[src/rtl/prot_seq_pkg.sv]
// Package for the PWM stage protection sequencer: timing, register map and carrier types.
// Assumes a single 40 MHz clock and comparator flags that arrive asynchronously.
package prot_seq_pkg;

   // Clock and documented times, each in its own unit.
   localparam int CLK_PERIOD_NS  = 25;
   localparam int TRIG_FAST_US   = 110;
   localparam int TRIG_SLOW_MS   = 10;
   localparam int OLP_MS         = 50;
   localparam int BLANK_NS       = 1500;

   // Least times round up to whole cycles.
   localparam int TRIG_FAST_CYC  = (TRIG_FAST_US * 1000 + CLK_PERIOD_NS - 1) / CLK_PERIOD_NS;
   localparam int TRIG_SLOW_CYC  = (TRIG_SLOW_MS * 1000000 + CLK_PERIOD_NS - 1) / CLK_PERIOD_NS;
   localparam int OLP_CYC        = (OLP_MS * 1000000 + CLK_PERIOD_NS - 1) / CLK_PERIOD_NS;
   localparam int BLANK_CYC      = (BLANK_NS + CLK_PERIOD_NS - 1) / CLK_PERIOD_NS;

   localparam int TMR_W          = 21;
   localparam int BLANK_W        = 8;
   typedef logic [TMR_W-1:0]   tmr_t;
   typedef logic [BLANK_W-1:0] blank_t;

   // Register bus and map.
   localparam int ADDR_W         = 5;
   localparam int DATA_W         = 32;
   localparam logic [ADDR_W-1:0] CTRL_OFS     = 5'h00;
   localparam logic [ADDR_W-1:0] STATE_OFS    = 5'h04;
   localparam logic [ADDR_W-1:0] IRQ_STAT_OFS = 5'h08;
   localparam logic [ADDR_W-1:0] IRQ_MASK_OFS = 5'h0C;
   localparam logic [ADDR_W-1:0] CAUSE_OFS    = 5'h10;

   localparam logic CTRL_RESET   = 1'h1;

   // Event bit positions, shared by interrupt status, mask and cause registers.
   localparam int EV_VDD_OVP     = 0;
   localparam int EV_TRIG        = 1;
   localparam int EV_OUT_OVP     = 2;
   localparam int EV_FB_OLP      = 3;
   localparam int EV_UVLO        = 4;
   localparam int EV_START       = 5;
   localparam int EV_W           = 6;
   typedef logic [EV_W-1:0] ev_t;

   typedef enum logic [1:0] {
      ST_OFF  = 2'h0,
      ST_RUN  = 2'h1,
      ST_PROT = 2'h3
   } seq_state_t;

   // Comparator and gate flags from the analog side.
   typedef struct packed {
      logic supply_ovp;
      logic trig_low;
      logic trig_very_low;
      logic aux_over;
      logic fb_over;
      logic supply_on_lvl;
      logic supply_off_lvl;
      logic gate_on;
   } sense_t;

   typedef struct packed {
      logic [ADDR_W-1:0] addr;
      logic [DATA_W-1:0] wdata;
      logic              wr;
      logic              rd;
   } bus_req_t;

   typedef struct packed {
      logic pfc_en;
      logic pwm_en;
      logic hv_startup_en;
      logic aux_power_en;
   } drive_t;

endpackage

[src/rtl/debounce_timer.sv]
// Debounce timer: counts while its condition holds and flags expiry of the limit.
// Assumes the condition is already synchronised to clock.
`timescale 1ns/1ps
module debounce_timer
   import prot_seq_pkg::*;
(
   input  wire logic clock,
   input  wire logic reset,
   input  wire logic active,
   input  wire tmr_t limit,
   output logic      expired
);

   typedef struct packed {
      tmr_t count;
      logic done;
   } dbt_state_t;

   dbt_state_t st_reg;
   dbt_state_t st_next;

   always_comb begin
      st_next = st_reg;
      if (!active) begin
         st_next.count = '0;
         st_next.done  = 1'b0;
      end else if (!st_reg.done) begin
         st_next.count = tmr_t'(st_reg.count + 1'b1);
         // Compare with >= so a limit that shrinks mid-count still expires at once.
         if (st_next.count >= limit) begin
            st_next.done = 1'b1;
         end
      end
   end

   always_ff @(posedge clock or posedge reset) begin
      if (reset) begin
         st_reg <= '0;
      end else begin
         st_reg <= st_next;
      end
   end

   assign expired = st_reg.done;

endmodule

[src/rtl/prot_sequencer.sv]
// Protection and supply lockout sequencer for the flyback PWM stage.
// Assumes comparator flags arrive asynchronously and software uses the plain register port.
`timescale 1ns/1ps

// Functional notes
// - Supply over-voltage stops switching, enters protection.
// - Trigger pin under 0.8 V debounced trips protection.
// - Under 0.5 V uses short 110 us debounce.
// - Between 0.5 and 0.8 V uses 10 ms.
// - Sample aux sense only after off blanking.
// - Sampled aux over 2.5 V trips output protection.
// - Aux over-voltage check every switching cycle.
// - Feedback high 50 ms continuous trips overload.
// - Supply lockout hysteresis, on 18 V, off 10 V.
// - Start switching at turn-on if no fault.
// - Below turn-off, halt switching, power down extras.
// - After turn-on, disable high-voltage startup path.
module prot_sequencer
   import prot_seq_pkg::*;
#(
   parameter tmr_t TRIG_FAST_LIMIT = tmr_t'(TRIG_FAST_CYC),
   parameter tmr_t TRIG_SLOW_LIMIT = tmr_t'(TRIG_SLOW_CYC),
   parameter tmr_t OLP_LIMIT       = tmr_t'(OLP_CYC)
)
(
   input  wire logic              clock,
   input  wire logic              reset,
   input  wire sense_t            sense,
   input  wire logic [ADDR_W-1:0] addr,
   input  wire logic [DATA_W-1:0] wdata,
   input  wire logic              wr,
   input  wire logic              rd,
   output logic [DATA_W-1:0]      rdata,
   output logic                   irq,
   output logic                   pfc_en,
   output logic                   pwm_en,
   output logic                   hv_startup_en,
   output logic                   aux_power_en,
   output logic                   protect_active
);

   typedef struct packed {
      sense_t           sync1;
      sense_t           sync2;
      logic             gate_d;
      seq_state_t       state;
      logic             lockout_ok;
      blank_t           blank_cnt;
      logic             blanking;
      ev_t              cause;
      ev_t              irq_stat;
      ev_t              irq_mask;
      logic             run_allow;
      logic [DATA_W-1:0] rdata;
      drive_t           drive;
      logic             irq;
      logic             prot;
   } seq_t;

   seq_t     st_reg;
   seq_t     st_next;
   bus_req_t bus;
   tmr_t     trig_limit;
   logic     trig_expired;
   logic     olp_expired;
   logic     trig_active;
   logic     olp_active;

   assign bus.addr  = addr;
   assign bus.wdata = wdata;
   assign bus.wr    = wr;
   assign bus.rd    = rd;

   // The trigger pin owns one timer whose limit follows the depth of the dip, so a
   // slow thermal drift that later falls under 0.5 V still trips on the short limit.
   assign trig_limit  = st_reg.sync2.trig_very_low ? TRIG_FAST_LIMIT : TRIG_SLOW_LIMIT;
   assign trig_active = st_reg.lockout_ok && st_reg.sync2.trig_low;
   assign olp_active  = st_reg.lockout_ok && st_reg.sync2.fb_over;

   debounce_timer u_trig_timer (
      .clock   (clock),
      .reset   (reset),
      .active  (trig_active),
      .limit   (trig_limit),
      .expired (trig_expired)
   );

   debounce_timer u_olp_timer (
      .clock   (clock),
      .reset   (reset),
      .active  (olp_active),
      .limit   (OLP_LIMIT),
      .expired (olp_expired)
   );

   always_comb begin
      ev_t  events;
      ev_t  faults;
      ev_t  w1c;
      logic gate_fall;
      logic aux_sample;
      logic supply_rise;

      st_next     = st_reg;
      events      = '0;
      faults      = '0;
      w1c         = '0;
      gate_fall   = 1'b0;
      aux_sample  = 1'b0;
      supply_rise = 1'b0;

      // Two-stage synchroniser on every analog flag.
      st_next.sync1  = sense;
      st_next.sync2  = st_reg.sync1;
      st_next.gate_d = st_reg.sync2.gate_on;

      // Supply lockout with hysteresis between the two thresholds.
      if (st_reg.sync2.supply_off_lvl) begin
         st_next.lockout_ok = 1'b0;
      end else if (st_reg.sync2.supply_on_lvl) begin
         st_next.lockout_ok = 1'b1;
         supply_rise        = !st_reg.lockout_ok;
      end

      // Off-interval blanking: the gate falling edge starts the count, and the aux
      // comparator is read once when it ends, so leakage ringing is never seen.
      gate_fall = st_reg.gate_d && !st_reg.sync2.gate_on;
      if (st_reg.state != ST_RUN || st_reg.sync2.gate_on) begin
         st_next.blanking  = 1'b0;
         st_next.blank_cnt = '0;
      end else if (gate_fall) begin
         st_next.blanking  = 1'b1;
         st_next.blank_cnt = blank_t'(BLANK_CYC);
      end else if (st_reg.blanking) begin
         st_next.blank_cnt = blank_t'(st_reg.blank_cnt - 1'b1);
         if (st_reg.blank_cnt == blank_t'(1)) begin
            st_next.blanking = 1'b0;
            aux_sample       = 1'b1;
         end
      end

      if (st_reg.lockout_ok) begin
         faults[EV_VDD_OVP] = st_reg.sync2.supply_ovp;
         faults[EV_TRIG]    = trig_expired;
         faults[EV_OUT_OVP] = aux_sample && st_reg.sync2.aux_over;
         faults[EV_FB_OLP]  = olp_expired;
      end

      case (st_reg.state)
         ST_OFF: begin
            if (st_reg.lockout_ok && (faults != '0)) begin
               st_next.state = ST_PROT;
            end else if (st_reg.lockout_ok && st_next.lockout_ok && st_reg.run_allow) begin
               st_next.state     = ST_RUN;
               events[EV_START]  = 1'b1;
            end
         end
         ST_RUN: begin
            // The fresh lockout value is used so the gates drop on the same edge as lockout,
            // never leaving one cycle of switching with the supply already under turn-off.
            if (!st_next.lockout_ok) begin
               st_next.state    = ST_OFF;
               events[EV_UVLO]  = 1'b1;
            end else if (faults != '0) begin
               st_next.state = ST_PROT;
            end else if (!st_reg.run_allow) begin
               st_next.state = ST_OFF;
            end
         end
         ST_PROT: begin
            if (!st_next.lockout_ok) begin
               st_next.state   = ST_OFF;
               events[EV_UVLO] = 1'b1;
            end
         end
         default: begin
            st_next.state = ST_OFF;
         end
      endcase

      // Cause bits record which fault tripped and clear when protection ends.
      if (st_reg.state == ST_PROT && st_next.state == ST_OFF) begin
         st_next.cause = '0;
      end else begin
         st_next.cause = st_reg.cause | faults;
      end
      events = events | faults;
      // A fresh power-up is not an event on its own, but it keeps supply_rise honest.
      if (supply_rise && st_reg.state != ST_OFF) begin
         st_next.state = ST_OFF;
      end

      // Register writes.
      if (bus.wr) begin
         case (bus.addr)
            CTRL_OFS: begin
               st_next.run_allow = bus.wdata[0];
            end
            IRQ_STAT_OFS: begin
               w1c = bus.wdata[EV_W-1:0];
            end
            IRQ_MASK_OFS: begin
               st_next.irq_mask = bus.wdata[EV_W-1:0];
            end
            default: begin
               w1c = '0;
            end
         endcase
      end
      // Set wins over clear so an event in the clearing cycle survives.
      st_next.irq_stat = (st_reg.irq_stat & ~w1c) | events;
      st_next.irq      = |(st_next.irq_stat & st_next.irq_mask);

      // Register reads: data stands for the one cycle after the strobe only.
      st_next.rdata = '0;
      if (bus.rd) begin
         case (bus.addr)
            CTRL_OFS: begin
               st_next.rdata = {{(DATA_W-1){1'b0}}, st_reg.run_allow};
            end
            STATE_OFS: begin
               st_next.rdata = {{(DATA_W-12){1'b0}}, st_reg.sync2,
                                st_reg.lockout_ok, st_reg.blanking, st_reg.state};
            end
            IRQ_STAT_OFS: begin
               st_next.rdata = {{(DATA_W-EV_W){1'b0}}, st_reg.irq_stat};
            end
            IRQ_MASK_OFS: begin
               st_next.rdata = {{(DATA_W-EV_W){1'b0}}, st_reg.irq_mask};
            end
            CAUSE_OFS: begin
               st_next.rdata = {{(DATA_W-EV_W){1'b0}}, st_reg.cause};
            end
            default: begin
               st_next.rdata = '0;
            end
         endcase
      end

      // Outputs follow the next state so they change on the same edge as it.
      st_next.drive.pfc_en        = (st_next.state == ST_RUN);
      st_next.drive.pwm_en        = (st_next.state == ST_RUN);
      st_next.drive.hv_startup_en = !st_next.lockout_ok;
      st_next.drive.aux_power_en  = st_next.lockout_ok;
      st_next.prot                = (st_next.state == ST_PROT);
   end

   always_ff @(posedge clock or posedge reset) begin
      if (reset) begin
         st_reg                     <= '0;
         st_reg.state               <= ST_OFF;
         st_reg.run_allow           <= CTRL_RESET;
         st_reg.drive.hv_startup_en <= 1'b1;
      end else begin
         st_reg <= st_next;
      end
   end

   assign rdata          = st_reg.rdata;
   assign irq            = st_reg.irq;
   assign pfc_en         = st_reg.drive.pfc_en;
   assign pwm_en         = st_reg.drive.pwm_en;
   assign hv_startup_en  = st_reg.drive.hv_startup_en;
   assign aux_power_en   = st_reg.drive.aux_power_en;
   assign protect_active = st_reg.prot;

endmodule

[config.mk]
export PLATFORM = sky130hd
export DESIGN_NAME = prot_sequencer
export DESIGN_NICKNAME = d
export VERILOG_FILES = /design/src/rtl/prot_seq_pkg.sv /design/src/rtl/debounce_timer.sv /design/src/rtl/prot_sequencer.sv
export SDC_FILE = /design/constraint.sdc
export NUM_CORES = 1
export LEC_CHECK = 0
export BUFFER_PORTS_ARGS = -buffer_cell sky130_fd_sc_hd__buf_2
export CAP_MARGIN = 20
export CORE_UTILIZATION = 35
export DETAILED_ROUTE_END_ITERATION = 12
export PLACE_DENSITY = 0.63
export SETUP_SLACK_MARGIN = 0.15
export SKIP_LAST_GASP = 1
export SLEW_MARGIN = 25
export SYNTH_ARGS = -nofsm -noshare
export SYNTH_HDL_FRONTEND = slang
export SYNTH_HIERARCHICAL = 1
export SYNTH_SLANG_ARGS = --single-unit
[constraint.sdc]
create_clock -name clock -period 3.3 [get_ports clock]
set_input_delay 0.33 -clock clock [delete_from_list [all_inputs] [get_ports clock]]
set_output_delay 0.33 -clock clock [all_outputs]
set_load 0.01 [all_outputs]
==> results.toml, run 1 <==
[run_status]
status = "complete, no violations"

[synth]
synth-seq-cells = 106
synthArstFlopShare_pct = 100
yosys.area.top_type = "dfrtp_1"
synth_top_area_share_pct = 38.9
synth_area_leaders = "dfrtp_1 39%, ha_1 8.6%, xnor2_1 6.4%, buf_4 3.7%, xor2_1 3.5%"
ys_seq_area_share_pct = 39.7
ys_types = 66
avgSynthCellArea_sq_um = 9.50
synthFlopType = "dfrtp_1"
synth-edff-count = 0
synthCells = 704
synth_area_sq_um = 6690
ys_warn_count = 6

[placement]
dp_hpwl_mm = 9.59
globalplace.congestion = 0.792
post-place-ws_ps = 382
numPortBuffers = 40
placedCellCount = 974
placed_area_sq_um = 7030

[cells_and_area]
antenna_cells = 0
final_util_pct = 39.4
n_fill_cell = 1888
layout.nets = 847
fin_cells = 991
finish.instance_area_sq_um = 7360
largest_reg_flops = 36
area_growth_pct = 10.1
drive_above_1_share_pct = 11.4

[setup_path]
cp_max_fo = 5
critPathBufInv = 0
critPathLaunchType = "register"
crit_slowest_cell = "or4_1"
cp-end-kind = "register"
crit_top_cell = "ha_1"
cpLargestDelayFamily = "simple AND/OR/NAND/NOR gates"
crit_required_ps = 3550
crit_type = "reg2reg"
arrival_ps = 3150
path_cells = "ha_1 -> nand4_2 -> or4_1 -> nor2_1 -> xor2_1 -> ha_1 -> and4_1 -> a211oi_1 -> nand2_1 -> a22o_1"
cpPeakStageDelay_ps = 660

[job]
max-cap-violations = 0

[die]
initial_utilization_pct = 35.7
rows = 50
die_area_sq_um = 19700
die_w_microns = 140
coreArea_sq_um = 18700
dieHeight_microns = 140
top_level_ports = 87

[sta]
relSlewSlack_pct = 42.4
setup_viol = 0
slew_violations = 0
final_hold_viol_count = 0
fin_tns_setup_ps = 0
period_share_pct = 87.7
fin_ws_ps = 406
rsz0062_at_grt = "false"
clock_skew_ps = 12.1
timing.hold.ws_ps = 70.7
min_period_ps = 2890
worst_slew_pin_slew_ps = 858
max_freq_mhz = 346

[routing]
routedWlPerCell_microns = 13.3
drtIter0Drc = 229
vias = 4759
first_pass_iters = 5
ant_nets = 0
routed_wl_mm = 13.2
drc = 0
avgViaCountPerCell = 4.80

[power_and_ir_drop]
powerDensity_nw_per_um2 = 399
ir_drop_mv = 0.207
power.total_mw = 2.94
p_leak_nw = 3.50

[clock_tree]
htreeDepth = 3
cts_setup_buffers = 0
cts_num_sinks = 106
cts_buffers = 9
cts.path.max_buffers = 2
cts_root_buf = "clkbuf_16"
tritoncts = "done"
clkSlewWorstSetupHoldPaths_ps = 80
worstSkewPairLatency_ps = 360

[grt]
grt_pass1_vias = 4631
grt_max_degree = 57
grt_usage_pct = 14.6
grt_pass1_wl_mm = 22.9
grt_overflow = 0
antenna_found_initial = 0

[hold_path]
min-delay-path-class = "in2reg"
cell type report:
type | count | area (sq um) | share of cell area [%]
inverters | 55 | 206 | 2.80
flip-flops and latches | 106 | 2660 | 36.1
repair buffers | 43 | 225 | 3.06
well taps | 234 | 293 | 3.98
clock inverters | 7 | 91.3 | 1.24
multi-input cells | 537 | 3670 | 49.8
clock buffers | 9 | 225 | 3.06
cell usage after synthesis, types with 5 or more instances:
cell and count:
ha_1 46, xor2_1 27, and2_1 35, buf_4 33, dfrtp_1 104, nor2_1 40, a21oi_1 29, or3_1 9
nor2b_1 7, inv_1 55, nand2b_1 7, nand4_1 10, o21ai_0 26, and3_1 10, a211oi_1 5, a31oi_1 5
nand3_1 26, nor3_1 18, mux2_2 6, xnor2_1 49, clkbuf_1 18, nand2_1 44
kinds of logic (layout without fill, tap and decap cells):
logic type                 count (synthesis)  after routing  synth area share [%]
and+or+nand+nor                          243            243                  20.8
buffers and inverters                    113            114                  8.42
DFF                                      106            106                  39.7
AOI/OAI and AO/OA                        105            105                  10.3
xor gates and xnor gates                  76             76                  9.96
adders and majority gates                 46             46                  8.61
muxes                                     13             13                  2.13
other                                      2             54                 0.112
timing repair:
item | CTS | global route
endpoints found under the setup margin | 0 | 1
hold buffers | 1 | 0
endpoints found under the hold margin | 6 | 0
gates resized for setup | 0 | 1
metal layers:
| metal | track usage [%] | wire (microns) |
|---|---|---|
| met1 | 19.8 | 6590 |
| met2 | 22.9 | 5770 |
| met3 | 2.87 | 626 |
| met4 | 5.96 | 237 |
| met5 | 0 | 0 |
cell usage in the layout, fill, tap and decap left out, types with 27 or more instances in the layout:
cell type / Yosys / layout
inv_1: 55 / 53
ha_1: 46 / 46
dfrtp_1: 104 / 104
xor2_1: 27 / 27
and2_1: 35 / 35
nand2_1: 44 / 44
nor2_1: 40 / 40
xnor2_1: 49 / 49
a21oi_1: 29 / 29
conb_1: 2 / 54
buf_2: 4 / 40
report_power, final:
part           internal [mW]  total [mW]  switching, mW
Combinational          0.137       0.337          0.200
Sequential              1.37        1.46         0.0843
Clock                  0.609        1.14          0.533
Total                   2.12        2.94          0.818
final timing paths:
path,from,to,slack [ps],cells after the start
max,u_olp_timer/st_reg[1],u_olp_timer/expired,410,10
min in group asynchronous,reset,st_reg[73],430,3
min,sense[4],st_next[74],70,1
max in group asynchronous,reset,st_reg[47],1970,4
max reg2reg,u_olp_timer/st_reg[1],u_olp_timer/expired,410,10
min reg2reg,st_next[76],st_reg[76],350,0
(Power assumes the default switching activity.)
==> run 2, diff against run 1 <==
--- a/config.mk
+++ b/config.mk
@@ -9,6 +9,7 @@
 export CAP_MARGIN = 20
 export CORE_UTILIZATION = 35
 export DETAILED_ROUTE_END_ITERATION = 12
+export HOLD_SLACK_MARGIN = 0.12
 export PLACE_DENSITY = 0.63
 export SETUP_SLACK_MARGIN = 0.15
 export SKIP_LAST_GASP = 1
==> run 2 against run 1 <==
Die area unchanged. Critical path depth unchanged. Critical endpoint unchanged. Total power up 0.18%.
==> results.toml, run 2 (same netlist as run 1, synthesis figures left out) <==
[routing]
drtIter0Drc = 232
vias = 4815
first_pass_iters = 5
routedWlPerCell_microns = 13.3
ant_nets = 0
drc = 0
routed_wl_mm = 13.3
avgViaCountPerCell = 4.82

[setup_path]
r2r_end = "u_olp_timer/expired"
arrival_ps = 3150
crit_type = "reg2reg"
critPathLaunchType = "register"
cpPeakStageDelay_ps = 660
cp-endpoint = "u_olp_timer/expired"
crit_required_ps = 3550
cp-end-kind = "register"
critPathBufInv = 0
path_cells = "ha_1 -> nand4_2 -> or4_1 -> nor2_1 -> xor2_1 -> ha_1 -> and4_1 -> a211oi_1 -> nand2_1 -> a22o_1"
reg2reg_depth = 10
cpLargestDelayFamily = "simple AND/OR/NAND/NOR gates"
regToRegSetupSlack_ps = 400
r2r_start = "u_olp_timer/st_reg[1]"
cp_max_fo = 5
crit_top_cell = "ha_1"
crit_start = "u_olp_timer/st_reg[1]"
crit_slowest_cell = "or4_1"
path_depth = 10

[power_and_ir_drop]
switching_share_pct = 27.8
power_frac_seq_pct = 49.5
p_comb_share_pct = 11.7
power.total_mw = 2.94
p_sw_mw = 0.817
p_leak_nw = 3.53
power_frac_clock_pct = 38.8
powerDensity_nw_per_um2 = 395
ir_drop_mv = 0.207
cellInternalPower_mw = 2.12

[sta]
min_period_ps = 2900
clock_skew_ps = 12.1
setup_viol = 0
period_share_pct = 87.8
slew_violations = 0
relSlewSlack_pct = 42.1
fin_tns_setup_ps = 0
worst_slew_pin_slew_ps = 863
final_hold_viol_count = 0
max_freq_mhz = 345
rsz0062_at_grt = "false"

[cells_and_area]
drive_above_1_share_pct = 11.2
largest_reg_flops = 36
layout_commonest_cell = "dfrtp_1"
layout.nets = 855
antenna_cells = 0
area_growth_pct = 11.3
final_cell_mix = "104 x dfrtp_1, 54 x conb_1, 53 x inv_1"
n_fill_cell = 1888
finish.instance_area_sq_um = 7440

[clock_tree]
cts_buffers = 9
cts.path.max_buffers = 2
cts_setup_buffers = 0
htreeDepth = 3
cts_num_sinks = 106
clkSlewWorstSetupHoldPaths_ps = 80
cts_root_buf = "clkbuf_16"
worstSkewPairLatency_ps = 360
tritoncts = "done"

[die]
initial_utilization_pct = 35.7
dieHeight_microns = 140
die_w_microns = 140
coreArea_sq_um = 18700
rows = 50
die_area_sq_um = 19700
top_level_ports = 87

[placement]
placed_area_sq_um = 7030
dp_hpwl_mm = 9.59
globalplace.congestion = 0.792
numPortBuffers = 40

[grt]
grt_max_degree = 57
antenna_found_initial = 0
grt_usage_pct = 14.7
grt_pass1_wl_mm = 23.1
grt_pass1_vias = 4669
grt_overflow = 0

[hold_path]
min-delay-path-class = "in2reg"

[job]
max-cap-violations = 0

[run_status]
status = "complete, no violations"
## run 2: cell count changes in the layout (fill, tap and decap cells not counted), sizes merged
cell         change
dlygate4sd3      +8
## run 2: power groups by stage
stage               Clock, mW  Sequential, mW  Combinational, mW
floorplan                   0            1.44              0.291
global placement            0            1.48              0.335
detailed placement          0            1.48              0.337
CTS                      1.18            1.46              0.347
global route             1.22            1.47              0.397
finish                   1.14            1.46              0.345
## run 2: cell type report
type	count	area (sq um)	share of cell area [%]
clock buffer	9	225	3.03
clock inverter	7	91.3	1.23
inverter	55	206	2.77
multi-input combinational	537	3670	49.3
sequential	106	2660	35.7
tap	234	293	3.93
timing repair buffer	51	305	4.10
## run 2: timing repair
item / CTS / global route
resized for setup: 0 / 1
endpoints found under the setup margin: 0 / 1
hold buffers: 9 / 0
hold endpoints to repair: 14 / 0
## run 2: metrics by stage
step	setup slack, ps	hold slack [ps]	util [%]	instances
after floorplan	607	319	-	756
after global placement	428	264	37.6	974
after detailed placement	382	263	37.6	974
after CTS	359	202	39.8	999
after global routing	181	222	39.8	999
final	404	223	39.8	999
## run 2: how the worst min path moves through the flow
stage / startpoint / to / slack, ps / depth (start not counted)
floorplan: reset / u_olp_timer/expired / 320 / 1
global placement: reset / st_next[76] / 260 / 2
detailed placement: reset / st_next[76] / 260 / 2
CTS: wdata[3] / st_reg[48] / 200 / 2
global route: wdata[3] / st_reg[48] / 220 / 2
finish: wdata[3] / st_reg[48] / 220 / 2
## run 2: routing by layer
metal / share of wire (%) / up-vias / track usage (%)
li1: - / 2443 / -
met1: 50 / 2252 / 19.9
met2: 44 / 106 / 23.1
met3: 4.6 / 14 / 2.87
met4: 1.8 / 0 / 5.96
met5: 0 / - / 0
==> run 3, diff against run 2 <==
--- a/config.mk
+++ b/config.mk
@@ -5,11 +5,11 @@
 export SDC_FILE = /design/constraint.sdc
 export NUM_CORES = 1
 export LEC_CHECK = 0
-export BUFFER_PORTS_ARGS = -buffer_cell sky130_fd_sc_hd__buf_2
+export BUFFER_PORTS_ARGS = -buffer_cell sky130_fd_sc_hd__buf_4
 export CAP_MARGIN = 20
 export CORE_UTILIZATION = 35
 export DETAILED_ROUTE_END_ITERATION = 12
-export HOLD_SLACK_MARGIN = 0.12
+export HOLD_SLACK_MARGIN = 0.15
 export PLACE_DENSITY = 0.63
 export SETUP_SLACK_MARGIN = 0.15
 export SKIP_LAST_GASP = 1
==> run 3 against run 2 <==
Via count shrank 0.87%. Sequential cell count unchanged. Cell count is 0.10% higher. Critical path type unchanged. Critical endpoint unchanged. Largest cell class unchanged.
==> results.toml, run 3 (same netlist as run 1, synthesis figures left out) <==
[run_status]
status = "complete, no violations"

[power_and_ir_drop]
cellInternalPower_mw = 2.22
power_frac_seq_pct = 48.0
switching_share_pct = 26.8
p_sw_mw = 0.814
p_leak_nw = 3.57
p_comb_share_pct = 12.0
ir_drop_mv = 0.298
power.total_mw = 3.03
powerDensity_nw_per_um2 = 400
power_frac_clock_pct = 40.0

[die]
dieHeight_microns = 140
die_area_sq_um = 19700
coreArea_sq_um = 18700
rows = 50
die_w_microns = 140
top_level_ports = 87
initial_utilization_pct = 35.7

[clock_tree]
tritoncts = "done"
clkSlewWorstSetupHoldPaths_ps = 80
cts_buffers = 9
cts_setup_buffers = 0
cts.path.max_buffers = 2
worstSkewPairLatency_ps = 360
cts_num_sinks = 106
cts_root_buf = "clkbuf_16"
htreeDepth = 3

[routing]
ant_nets = 0
first_pass_iters = 4
avgViaCountPerCell = 4.77
drtIter0Drc = 269
drc = 0
routed_wl_mm = 13.3
routedWlPerCell_microns = 13.3
vias = 4773

[setup_path]
crit_required_ps = 3540
crit_slowest_cell = "or4_1"
crit_type = "reg2reg"
cp_max_fo = 5
cp-end-kind = "register"
crit_start = "u_olp_timer/st_reg[1]"
crit_top_cell = "ha_1"
arrival_ps = 3090
cpPeakStageDelay_ps = 640
r2r_start = "u_olp_timer/st_reg[1]"
path_cells = "ha_1 -> nand4_2 -> or4_1 -> nor2_1 -> xor2_1 -> ha_1 -> and4_1 -> a211oi_1 -> nand2_1 -> a22o_1"
critPathLaunchType = "register"

[sta]
worst_slew_pin_slew_ps = 873
setup_viol = 0
period_share_pct = 86.3
fin_tns_setup_ps = 0
clock_skew_ps = 14.9
fin_ws_ps = 451
slew_violations = 0
rsz0062_at_grt = "false"
final_hold_viol_count = 0
max_freq_mhz = 351
relSlewSlack_pct = 41.7
min_period_ps = 2850

[cells_and_area]
finish.instance_area_sq_um = 7580
drive_above_1_share_pct = 11.4
largest_reg_flops = 36
layout.nets = 856
area_growth_pct = 13.3
antenna_cells = 0
n_fill_cell = 1835
final_cell_mix = "104 x dfrtp_1, 54 x conb_1, 53 x inv_1"
layout_commonest_cell = "dfrtp_1"

[grt]
grt_usage_pct = 14.6
grt_max_degree = 50
grt_pass1_wl_mm = 23.0
antenna_found_initial = 0
grt_overflow = 0
grt_pass1_vias = 4775

[placement]
globalplace.congestion = 0.793
dp_hpwl_mm = 9.69
numPortBuffers = 40
placed_area_sq_um = 7140
post-place-ws_ps = 364

[hold_path]
min-delay-path-class = "in2reg"
min_from = "wdata[3]"

[job]
max-cap-violations = 0
[run 3: path summary, 6_finish.rpt]
path / slack [ps] / end / depth (start not counted)
setup / recovery: 450 / u_olp_timer/expired / 10
hold / removal: 210 / st_reg[48] / 2
setup reg to reg: 450 / u_olp_timer/expired / 10
hold reg to reg: 350 / st_reg[73] / 0
max in group asynchronous: 1860 / st_reg[38] / 4
min in group asynchronous: 630 / u_olp_timer/st_reg[19] / 3
[run 3: through the flow]
step / hold slack (ps) / util [%] / std cells
2_1_floorplan: 319 / - / 756
3_3_place_gp: 333 / 38.2 / 975
3_5_place_dp: 335 / 38.2 / 975
4_1_cts: 196 / 40.4 / 999
5_1_grt: 205 / 40.5 / 1000
6_report: 213 / 40.5 / 1000
[run 3: area by class of cell]
class | instances | area [sq um] | share of cell area (%)
clock buffers | 9 | 225 | 2.97
clock inverters | 7 | 116 | 1.54
inverters | 55 | 208 | 2.74
multi-input cells | 537 | 3670 | 48.4
flip-flops and latches | 106 | 2660 | 35.0
well taps | 234 | 293 | 3.86
repair buffers | 52 | 413 | 5.45
[run 3: repair_timing]
item,CTS,global route
endpoints found under the hold margin,8,22
setup endpoints to repair,0,1
hold buffers,8,1
resized for setup,0,1
[run 3: power by group through the flow]
stage	sequential (mW)	clock, mW	combinational [mW]
finish	1.46	1.21	0.363
floorplan	1.44	0	0.291
detailed placement	1.48	0	0.353
global placement	1.48	0	0.349
CTS	1.45	1.26	0.364
global route	1.47	1.31	0.412
[run 3: critical path, delay by kind of cell (launching register included)]
family	cells	cell delay (ps)
simple gates	5	1220
fa+ha+maj	2	580
compound gates	2	420
xor+xnor	1	80
flops	1	430
[run 3: routing by layer]
| layer | global-route usage [%] | up-vias | share of wire (%) |
|---|---|---|---|
| met2 | 22.7 | 83 | 44 |
| met4 | 6.07 | 0 | 2.1 |
| met5 | 0 | - | 0 |
| li1 | - | 2460 | - |
| met1 | 20.1 | 2211 | 50 |
| met3 | 2.77 | 19 | 4.0 |
